--- config.mk ---
export PLATFORM = sky130hd
export DESIGN_NAME = rac_regen_avoid
export DESIGN_NICKNAME = d
export VERILOG_FILES = /design/src/shared/rac_pkg.sv /design/src/rtl/rac_regen_avoid.sv
export SDC_FILE = /design/constraint.sdc
export NUM_CORES = 1
export LEC_CHECK = 0
export BUFFER_PORTS_ARGS = -buffer_cell sky130_fd_sc_hd__buf_2
export CORE_UTILIZATION = 41
export DETAILED_ROUTE_END_ITERATION = 8
export PLACE_DENSITY = 0.67
export REMOVE_ABC_BUFFERS = 1
export SETUP_SLACK_MARGIN = 0.1
export SKIP_CTS_REPAIR_TIMING = 1
export SYNTH_ARGS = -nofsm -noshare
export SYNTH_HDL_FRONTEND = slang
export SYNTH_SLANG_ARGS = --single-unit
--- constraint.sdc ---
create_clock -name core_clk -period 26.4 [get_ports core_clk]
set_clock_uncertainty 0.15 [all_clocks]
set_input_delay 3.96 -clock core_clk [delete_from_list [all_inputs] [get_ports core_clk]]
set_output_delay 3.96 -clock core_clk [all_outputs]
set_load 0.03 [all_outputs]
--- src/shared/rac_pkg.sv ---
// Purpose: constants for the regeneration avoidance control block
// Assumes: bus voltage in volts, frequencies in 0.01 Hz units, gains in percent
// Notes: one control tick per sample strobe
// Overview of operation
// - raise frequency when bus voltage reaches level
// - mode 0 off, 1 always, 2 constant speed
// - voltage level accepted from 300 to 800 V
// - sensitivity 1..5, higher detects smaller rises
// - sensitivity zero disables change-ratio detection
// - steep rise during deceleration halts deceleration; no halt on a tick that also reaches level
// - accel/constant: output below held plus limit
// - decel overshoot holds limit until half limit
// - raised frequency clamped to maximum frequency
// - limit 9999 bounds compensation by maximum frequency instead
// - voltage gain 0..200 percent, speeds response
// - frequency gain 0..200 percent scales correction
// - correction slope follows regeneration severity
// - avoidance raises frequency, not merely holds
// - stall flag asserted while avoidance acts
// - stall prevention active while avoidance acts
package rac_pkg;
	localparam int VOLT_W = 10;
	localparam int FREQ_W = 16;
	localparam int GAIN_W = 8;
	localparam logic [VOLT_W-1:0] LEVEL_MIN = 10'h12C;
	localparam logic [VOLT_W-1:0] LEVEL_MAX = 10'h320;
	localparam logic [2:0] SENS_MAX = 3'h5;
	localparam logic [FREQ_W-1:0] LIMIT_MAX = 16'h0BB8;
	localparam logic [FREQ_W-1:0] LIMIT_OFF = 16'h270F;
	localparam logic [FREQ_W-1:0] LIMIT_DEFAULT = 16'h0258;
	localparam logic [GAIN_W-1:0] GAIN_MAX = 8'hC8;
	localparam logic [GAIN_W-1:0] GAIN_DEFAULT = 8'h64;
	localparam logic [VOLT_W-1:0] RATIO_BASE = 10'h018;
	localparam logic [VOLT_W-1:0] RATIO_STEP = 10'h004;
	localparam logic [1:0] MODE_OFF = 2'h0;
	localparam logic [1:0] MODE_ALWAYS = 2'h1;
	localparam logic [1:0] MODE_CONST = 2'h2;
	typedef enum logic [1:0] {
		RAC_IDLE = 2'b00,
		RAC_ACTIVE = 2'b01,
		RAC_HOLD = 2'b11
	} rac_state_type;
endpackage

--- src/rtl/rac_regen_avoid.sv ---
// Purpose: regeneration avoidance frequency compensation
// Assumes: settings stable between ticks; inputs synchronous to core_clk
// Notes: accel_state 0 constant, 1 accelerating, 2 decelerating
`timescale 1ns/1ps
module rac_regen_avoid #(
	parameter int VOLT_W = rac_pkg::VOLT_W,
	parameter int FREQ_W = rac_pkg::FREQ_W
) (
	input wire logic core_clk,
	input wire logic nrst,
	input wire logic sample_tick,
	input wire logic [VOLT_W-1:0] bus_voltage,
	input wire logic [FREQ_W-1:0] output_frequency,
	input wire logic [1:0] accel_state,
	input wire logic [1:0] avoidance_mode_select,
	input wire logic [VOLT_W-1:0] avoidance_voltage_level,
	input wire logic [2:0] change_ratio_sensitivity,
	input wire logic [FREQ_W-1:0] compensation_frequency_limit,
	input wire logic [7:0] avoidance_voltage_gain,
	input wire logic [7:0] avoidance_frequency_gain,
	input wire logic [FREQ_W-1:0] maximum_output_frequency,
	output logic [FREQ_W-1:0] compensated_frequency,
	output logic stall_active_flag,
	output logic stall_prevention_active,
	output logic decel_halt,
	output logic setting_error
);
	logic [VOLT_W-1:0] prev_voltage, next_prev_voltage;
	logic [FREQ_W-1:0] base_freq, next_base_freq;
	logic [FREQ_W-1:0] comp, next_comp;
	logic [FREQ_W-1:0] next_out;
	logic next_flag, next_halt, next_err;
	rac_pkg::rac_state_type state, next_state;
	logic [FREQ_W-1:0] lim;
	logic [FREQ_W-1:0] eff_lim;
	logic [VOLT_W-1:0] lvl;
	logic [7:0] vg, fg;
	logic enabled, level_hit, ratio_hit;
	logic [VOLT_W:0] rise;
	logic [VOLT_W-1:0] ratio_thr;
	logic [FREQ_W+16:0] step;
	logic [FREQ_W+1:0] sum;

	// saturating clamp of a wide value to a bound
	function automatic logic [FREQ_W-1:0] clamp(input logic [FREQ_W+1:0] v, input logic [FREQ_W-1:0] b);
		clamp = (v > {2'b00, b}) ? b : v[FREQ_W-1:0];
	endfunction

	// gains above the range saturate rather than wrap
	function automatic logic [7:0] clip_gain(input logic [7:0] g);
		clip_gain = (g > rac_pkg::GAIN_MAX) ? rac_pkg::GAIN_MAX : g;
	endfunction

	always_comb begin
		// out-of-range level, gain and limit settings fall back to the nearest legal value
		lvl = avoidance_voltage_level;
		if (lvl < rac_pkg::LEVEL_MIN) begin
			lvl = rac_pkg::LEVEL_MIN;
		end else if (lvl > rac_pkg::LEVEL_MAX) begin
			lvl = rac_pkg::LEVEL_MAX;
		end
		vg = clip_gain(avoidance_voltage_gain);
		fg = clip_gain(avoidance_frequency_gain);
		lim = compensation_frequency_limit;
		if (lim != rac_pkg::LIMIT_OFF && lim > rac_pkg::LIMIT_MAX) begin
			lim = rac_pkg::LIMIT_MAX;
		end
		next_err = (avoidance_voltage_level < rac_pkg::LEVEL_MIN) || (avoidance_voltage_level > rac_pkg::LEVEL_MAX)
			|| (change_ratio_sensitivity > rac_pkg::SENS_MAX) || (avoidance_mode_select == 2'h3);
		eff_lim = (lim == rac_pkg::LIMIT_OFF) ? maximum_output_frequency : lim;
		case (avoidance_mode_select)
			rac_pkg::MODE_ALWAYS: enabled = 1'b1;
			rac_pkg::MODE_CONST: enabled = (accel_state == 2'h0);
			default: enabled = 1'b0;
		endcase
		level_hit = enabled && (bus_voltage >= lvl);
		rise = {1'b0, bus_voltage} - {1'b0, prev_voltage};
		// higher sensitivity means a smaller threshold per tick
		ratio_thr = rac_pkg::RATIO_BASE - VOLT_W'(change_ratio_sensitivity) * rac_pkg::RATIO_STEP;
		ratio_hit = enabled && (accel_state == 2'h2) && (change_ratio_sensitivity != 3'h0)
			&& (change_ratio_sensitivity <= rac_pkg::SENS_MAX) && !rise[VOLT_W]
			&& (rise[VOLT_W-1:0] > ratio_thr) && !level_hit;
		next_prev_voltage = prev_voltage;
		next_base_freq = base_freq;
		next_comp = comp;
		next_state = state;
		next_halt = 1'b0;
		step = '0;
		sum = '0;
		if (sample_tick) begin
			next_prev_voltage = bus_voltage;
			// a ratio hit halts deceleration from any state, the first detection included
			next_halt = ratio_hit;
			// step grows with overshoot times both gains
			if (level_hit) begin
				step = (FREQ_W+17)'(bus_voltage - lvl + 10'h001) * vg * fg;
			end
			case (state)
				rac_pkg::RAC_IDLE: begin
					next_base_freq = output_frequency;
					next_comp = '0;
					if (level_hit || ratio_hit) begin
						next_state = rac_pkg::RAC_ACTIVE;
					end
				end
				rac_pkg::RAC_ACTIVE: begin
					// product bits above this slice stay zero for every legal setting
					sum = {2'b00, comp} + clamp(step[FREQ_W+13:12], eff_lim);
					if (!level_hit && !ratio_hit) begin
						// decay halves the correction each tick
						sum = (comp > 16'h0001) ? {3'b000, comp[FREQ_W-1:1]} : '0;
					end
					next_comp = clamp(sum, eff_lim);
					if (accel_state == 2'h2 && sum > {2'b00, eff_lim} && lim != rac_pkg::LIMIT_OFF) begin
						next_state = rac_pkg::RAC_HOLD;
					end else if (next_comp == '0 && !level_hit && !ratio_hit) begin
						next_state = rac_pkg::RAC_IDLE;
					end
				end
				rac_pkg::RAC_HOLD: begin
					next_comp = eff_lim;
					if (output_frequency <= {1'b0, lim[FREQ_W-1:1]}) begin
						next_state = rac_pkg::RAC_IDLE;
						next_comp = '0;
					end
				end
				default: next_state = rac_pkg::RAC_IDLE;
			endcase
		end else begin
			next_halt = decel_halt;
		end
		// limit referenced to frequency held before avoidance; clamp to max
		sum = {2'b00, ((state == rac_pkg::RAC_IDLE) ? output_frequency : base_freq)} + {2'b00, next_comp};
		next_out = clamp(sum, maximum_output_frequency);
		if (next_state == rac_pkg::RAC_IDLE) begin
			next_out = output_frequency;
		end
		next_flag = (next_state != rac_pkg::RAC_IDLE);
	end

	always_ff @(posedge core_clk) begin
		if (!nrst) begin
			state <= rac_pkg::RAC_IDLE;
			prev_voltage <= '0;
			base_freq <= '0;
			comp <= '0;
			compensated_frequency <= '0;
			stall_active_flag <= 1'b0;
			stall_prevention_active <= 1'b0;
			decel_halt <= 1'b0;
			setting_error <= 1'b0;
		end else begin
			state <= next_state;
			prev_voltage <= next_prev_voltage;
			base_freq <= next_base_freq;
			comp <= next_comp;
			compensated_frequency <= next_out;
			stall_active_flag <= next_flag;
			stall_prevention_active <= next_flag;
			decel_halt <= next_halt;
			setting_error <= next_err;
		end
	end

	a_flag_tracks_state: assert property (@(posedge core_clk) disable iff (!nrst)
		stall_active_flag == (state != rac_pkg::RAC_IDLE)) else $error("stall flag mismatch");
	a_prevent_with_flag: assert property (@(posedge core_clk) disable iff (!nrst)
		stall_prevention_active == stall_active_flag) else $error("stall prevention mismatch");
	// the clamp used the maximum as it stood one edge earlier
	a_max_clamp: assert property (@(posedge core_clk) disable iff (!nrst)
		state != rac_pkg::RAC_IDLE |-> compensated_frequency <= $past(maximum_output_frequency))
		else $error("above maximum frequency");
	a_mode_off_idle: assert property (@(posedge core_clk) disable iff (!nrst)
		avoidance_mode_select == rac_pkg::MODE_OFF && state == rac_pkg::RAC_IDLE && sample_tick
		|=> state == rac_pkg::RAC_IDLE) else $error("avoidance started while off");
	a_level_starts: assert property (@(posedge core_clk) disable iff (!nrst)
		sample_tick && state == rac_pkg::RAC_IDLE && level_hit |=> stall_active_flag)
		else $error("level hit did not start avoidance");
	a_sens_zero: assert property (@(posedge core_clk) disable iff (!nrst)
		change_ratio_sensitivity == 3'h0 |-> !ratio_hit) else $error("ratio detect with zero sensitivity");
	a_comp_bound: assert property (@(posedge core_clk) disable iff (!nrst)
		comp <= rac_pkg::LIMIT_MAX || lim == rac_pkg::LIMIT_OFF) else $error("compensation above limit");
	a_halt_on_ratio: assert property (@(posedge core_clk) disable iff (!nrst)
		sample_tick && ratio_hit |=> decel_halt) else $error("decel not halted");
	c_level_entry: cover property (@(posedge core_clk) disable iff (!nrst) state == rac_pkg::RAC_ACTIVE);
	c_hold_entry: cover property (@(posedge core_clk) disable iff (!nrst) state == rac_pkg::RAC_HOLD);
	c_ratio_halt: cover property (@(posedge core_clk) disable iff (!nrst) decel_halt);
	c_hold_exit: cover property (@(posedge core_clk) disable iff (!nrst)
		state == rac_pkg::RAC_HOLD ##1 state == rac_pkg::RAC_IDLE);
	c_no_limit: cover property (@(posedge core_clk) disable iff (!nrst)
		state == rac_pkg::RAC_ACTIVE && lim == rac_pkg::LIMIT_OFF);
	// tick checks look one edge later, against the settings that made the update
	a_hold_keeps: assert property (@(posedge core_clk) disable iff (!nrst)
		sample_tick && state == rac_pkg::RAC_HOLD && output_frequency > {1'b0, lim[FREQ_W-1:1]}
		|=> state == rac_pkg::RAC_HOLD) else $error("hold released early");
	a_hold_release: assert property (@(posedge core_clk) disable iff (!nrst)
		sample_tick && state == rac_pkg::RAC_HOLD && output_frequency <= {1'b0, lim[FREQ_W-1:1]}
		|=> !stall_active_flag && compensated_frequency == $past(output_frequency))
		else $error("hold not released");
	a_comp_limit: assert property (@(posedge core_clk) disable iff (!nrst)
		sample_tick && state == rac_pkg::RAC_ACTIVE && lim != rac_pkg::LIMIT_OFF |=> comp <= $past(lim))
		else $error("compensation above limit setting");
	a_no_limit: assert property (@(posedge core_clk) disable iff (!nrst)
		sample_tick && state == rac_pkg::RAC_ACTIVE && lim == rac_pkg::LIMIT_OFF
		|=> comp <= $past(maximum_output_frequency)) else $error("unlimited compensation above maximum");
	a_zero_gain: assert property (@(posedge core_clk) disable iff (!nrst)
		sample_tick && state == rac_pkg::RAC_ACTIVE && level_hit && (vg == 8'h00 || fg == 8'h00)
		&& comp <= eff_lim |=> comp == $past(comp)) else $error("zero gain still moved frequency");
	a_decay_halves: assert property (@(posedge core_clk) disable iff (!nrst)
		sample_tick && state == rac_pkg::RAC_ACTIVE && !level_hit && !ratio_hit && comp <= eff_lim
		|=> comp == ($past(comp) >> 1)) else $error("decay not halving");
	a_still_between: assert property (@(posedge core_clk) disable iff (!nrst)
		!sample_tick |=> state == $past(state) && comp == $past(comp)) else $error("update between ticks");
	a_sens_error: assert property (@(posedge core_clk) disable iff (!nrst)
		change_ratio_sensitivity > rac_pkg::SENS_MAX |=> setting_error) else $error("bad sensitivity not flagged");
	a_mode_error: assert property (@(posedge core_clk) disable iff (!nrst)
		avoidance_mode_select == 2'h3 |=> setting_error) else $error("bad mode not flagged");
endmodule // rac_regen_avoid

Word level (Yosys, flattened, before mapping) --
Cells that the tools add are included.
Word-level totals: register bits 63, bits in latches 0, memory bits (writable) 0, bits in read-only memories 0, output and inout bits 20, logic and storage cells 92, memories 0
Cells by class: add/subtract/negate cells 6, multiply operators 2, div/mod/pow operators 0, order comparisons 14, eq/ne operators 9, shifts and indexed selects 0, mux-type cells 27, bitwise logic cells 0, reduce and logical (&&, ||, !) cells 26
Operators with widths (number):
- $mux W16 | 9
- $mux W30 | 2
- $pmux W16 S3 | 1
- $gt A18 B16 Y1 | 2
- $mux W18 | 2
- $add A16 B16 Y17 | 2
- $ne A16 B14 Y1 const B | 2
- $mul A21 B9 Y30 | 1
- $sub A10 B10 Y11 | 2
- $mul A12 B9 Y21 | 1
- $mux W10 | 2
- $gt A17 B16 Y1 | 1
- $mux W17 | 1
- $eq A16 B14 Y1 const B | 1
- $gt A16 B1 Y1 const B | 1
- $gt A16 B12 Y1 const B | 1
- $gt A8 B8 Y1 const B | 2
- $le A16 B15 Y1 | 1
- $logic_not A16 Y1 | 1
- $mux W8 | 2
- $mux W15 | 1
- $logic_and A1 B1 Y1 | 13
- $add A11 B2 Y12 const B | 1
- $ge A10 B10 Y1 | 1
- other kinds (16) | 31

Longest topological paths before layout --
word-level depth 26, gate-level depth with buffers 105, gate-level depth less buffers 101

Least setup slack after synthesis --
No wires, ideal clock.
path type input-to-reg, start input avoidance_voltage_level[1], end register compensated_frequency[13], library setup time 0.116 ns, arrival time 24.891 ns, data required time 26.134 ns, setup slack 1.243 ns, stages 97, path through or4_1 o21ai_0 nand2_1 a31oi_1 and2_1 ha_1 inv_1 fa_1 a21o_1 a21oi_1 o21ai_0 a21oi_1 xnor2_1 nor4b_1 nand3_1 o21ai_1 nor2_1 fa_1 [61 not listed] fa_1 a211oi_1 o21a_1 o31ai_1 o41ai_1 xnor2_1 ha_1 nand4_1 or2_2 or4_1 o211ai_1 a31o_2 o211ai_1 buf_1 buf_1 mux2i_1 o21ai_0 o211a_1
Between the ends: elaborated cells on any way between the ends 42
RTL lines:
- from (decl) | RTL line rac_regen_avoid.sv:16 | input wire logic [VOLT_W-1:0] avoidance_voltage_level,
- $gt A10 B10 Y1 | RTL line rac_regen_avoid.sv:59 | end else if (lvl > rac_pkg::LEVEL_MAX) begin
- $mux W10 | RTL line rac_regen_avoid.sv:59
- $mux W10 (*) | RTL line rac_regen_avoid.sv:57 | if (lvl < rac_pkg::LEVEL_MIN) begin
- $sub A10 B10 Y11 | RTL line rac_regen_avoid.sv:96 | step = (FREQ_W+17)'(bus_voltage - lvl + 10'h001) * vg * fg;
- $add A11 B2 Y12 | RTL line rac_regen_avoid.sv:96
- $mul A12 B9 Y21 | RTL line rac_regen_avoid.sv:96
- $mul A21 B9 Y30 | RTL line rac_regen_avoid.sv:96
- $mux W30 | RTL line rac_regen_avoid.sv:95 | if (level_hit) begin
- [8 not listed]
- $mux W16 (*) | RTL line rac_regen_avoid.sv:46 | clamp = (v > {2'b00, b}) ? b : v[FREQ_W-1:0];
- $pmux W16 S3 (*) | RTL line rac_regen_avoid.sv:98 | case (state)
- $mux W16 (*) | RTL line rac_regen_avoid.sv:90 | if (sample_tick) begin
- via next_comp[0] | RTL line rac_regen_avoid.sv:30 | logic [FREQ_W-1:0] comp, next_comp;
- $add A16 B16 Y17 (*) | RTL line rac_regen_avoid.sv:133 | sum = {2'b00, ((state == rac_pkg::RAC_IDLE) ? output_frequency : base_freq)} + {2'b00, next_comp};
- $gt A17 B16 Y1 | RTL line rac_regen_avoid.sv:46
- $mux W16 (*) | RTL line rac_regen_avoid.sv:46
- $mux W16 (*) | RTL line rac_regen_avoid.sv:135 | if (next_state == rac_pkg::RAC_IDLE) begin
- to (signal assigned) | RTL line rac_regen_avoid.sv:157 | compensated_frequency <= next_out;
- to (decl) | RTL line rac_regen_avoid.sv:22 | output logic [FREQ_W-1:0] compensated_frequency,
Mark *: on every way through the listed nets, which the timed path passes. The rest lies on a longest branch. The select of a mux whose other input is x is not followed. A chain may end at the register's enable or synchronous reset.

Worst setup path after layout --
start input avoidance_voltage_level[1], end register compensated_frequency[2]
Same word-level chain as after synthesis.

==> out/metrics.cfg <==
[timing]
final_hold_viol_count = 0
slew_headroom = 0.2656
setup_viol = 0
holdWs_ns = 0.3261
timing.fmax_mhz = 39.21
tns_ns = 0
finalMaxSlewViolations = 0
finalCritPeriodShare = 0.9660
tightest_slew_ns = 1.100
finalCriticalPeriod_ns = 25.50

[detailed_routing]
first_iter_violations = 1024
viasPerCell = 5.580
drc = 0
first_pass_iters = 5
routedWlPerCell_microns = 17.63
route.vias.total = 15790
wl_mm = 49.89
drtAntennaViolNets = 0

[setup_path]
cp_top_family = compound AO/OA/AOI/OAI gates
startpoint = avoidance_voltage_level[1]
reg2regPathDepth = 47
cp.arrival_ns = 25.56
regToRegSetupSlack_ns = 15.89
cp_slowest_cell = fa_2
cp.required_ns = 26.46
cp-start-kind = primary input
worst-path-buf-inv = 11
path_depth = 98
cp_max_fo = 7
reg2reg_from = prev_voltage[1]
critical_path_class = in2reg
cp-end-kind = flop
worst_path_largest_cell_delay_ns = 0.56

[clock_network]
clkLatencyLatePin_ns = 0.35
cts_tree = done
htree_levels = 3
cts.sinks = 63
path_clk_slew_ns = 0.05
cts_root_buf = clkbuf_16
cts_buffer_depth = 2
cts_buffers = 9

[grt]
grt_overflow = 0
grt_pass1_wl_mm = 81.16
track_usage = 0.2292
grt_max_degree = 66
antenna_found_initial = 0
first_global_vias = 16030

[yosys]
avgSynthCellArea_sq_um = 8.133
syn_inst = 2154
synth.distinct_cells = 76
async_reset_ff_frac = 0
ys_seq_area_frac = 0.07199
synth_seq_cells = 63
synthesis.area_sq_um = 17520
synthFlopType = dfxtp_1
yosys_warnings = 0
synth-edff-count = 0

[die]
rows = 75
initial_core_util = 0.4167
die_width_microns = 208.7
coreArea_sq_um = 42040
die-area_sq_um = 43560
dieHeight_microns = 208.7
io_pins = 114

[layout]
register_area_sq_um = 1261
syn2layout_area_growth_pct = 13.43
mostFrequentLayoutCell = inv_1
diodes = 0
fillers = 4072
multi_input_area_sq_um = 15250
nets = 2820
mostFrequentLayoutCells = inv_1, ha_1, fa_1
drive_gt1_frac = 0.1476

[status]
status = finished, final reports clean

[hold_path]
min-delay-start = decel_halt
whs_path_depth = 2
hold_class = reg2reg

[place]
numPortBuffers = 113
hpwlAfterDp_mm = 40.58
gp_congestion = 0.9607

[flow_run]
cap_violations = 0

-- state kept, by name, summed over array words and instances, names as in the netlist --
register,flops
prev_voltage,10
compensated_frequency,16
comp,16
decel_halt,1
stall_prevention_active,1
base_freq,16
setting_error,1
state,2
-- area by class of cell --
cell class | instances | share of cell area
Sequential cell | 63 | 0.06347
Timing Repair Buffer | 176 | 0.05264
Tap cell | 539 | 0.03394
Clock inverter | 3 | 0.003274
Inverter | 349 | 0.06605
Clock buffer | 13 | 0.01310
Multi-Input combinational cell | 1686 | 0.7675
-- logic make-up (layout without fill, tap and decap cells) --
family	count (synthesis)	count (layout)	synth area share
xor+xnor	105	105	0.05250
compound gates	403	403	0.1566
fa+ha+maj	441	441	0.4028
flops	63	63	0.07199
buf+inv	408	541	0.08878
simple gates	673	673	0.1908
other cells	1	3	0.0002141
mux	60	61	0.03628
-- cell usage after synthesis (all sizes together) (9+ instances only) --
master	instances	share of area
a211oi	19	0.0081
a21boi	11	0.0054
a21o	40	0.017
a21oi	89	0.025
a31oi	9	0.0032
and2	93	0.033
and3	31	0.011
buf	9	0.0031
clkbuf	50	0.011
dfxtp	63	0.072
fa	205	0.23
ha	236	0.17
inv	349	0.075
mux2	28	0.018
mux2i	32	0.018
nand2	186	0.040
nand2b	10	0.0036
nand3	49	0.014
nand4	21	0.0075
nor2	148	0.032
nor2b	38	0.014
nor3	30	0.0086
nor4	13	0.0055
o211a	31	0.018
o211ai	9	0.0039
o21a	25	0.011
o21ai	87	0.025
o31ai	12	0.0051
or2	24	0.0086
xnor2	68	0.034
xor2	37	0.018
-- metrics by stage --
step / utilization / cell area (sq um) / setup WS [ns] / std cells
after detailed placement: 0.4468 / 18780 / -0.6972 / 2783
after CTS: 0.4546 / 19110 / -0.4005 / 2799
after floorplan: - / 17280 / 0.5936 / 2097
after global routing: 0.4727 / 19870 / -0.1003 / 2829
final: 0.4727 / 19870 / 0.8982 / 2829
after global placement: 0.4468 / 18780 / -0.1515 / 2783
-- routing by layer --
layer  vias to the layer above  track usage  routed length [microns]
li1                       7452            -                        -
met1                      7749       0.3069                    22290
met2                       492       0.3940                    23920
met4                         0      0.07099                     1396
met5                         -            0                        0
met3                        92      0.01548                     2285
-- worst reg2reg max path: cells and delay by family, from the launching register on --
kind / cells / cell delay [ns]
simple gates: 8 / 1.51
xor+xnor: 2 / 0.19
flops: 1 / 0.38
buf+inv: 3 / 0.53
fa+ha+maj: 6 / 1.87
compound gates: 28 / 5.77
-- worst paths after layout --
check                                           endpoint
worst max-delay path            compensated_frequency[2]
worst min-delay path                          decel_halt
worst max register to register  compensated_frequency[2]
worst min register to register                decel_halt
Power is not shown: default switching activity piles up to over one toggle a cycle in this logic, so the estimate is an artifact.
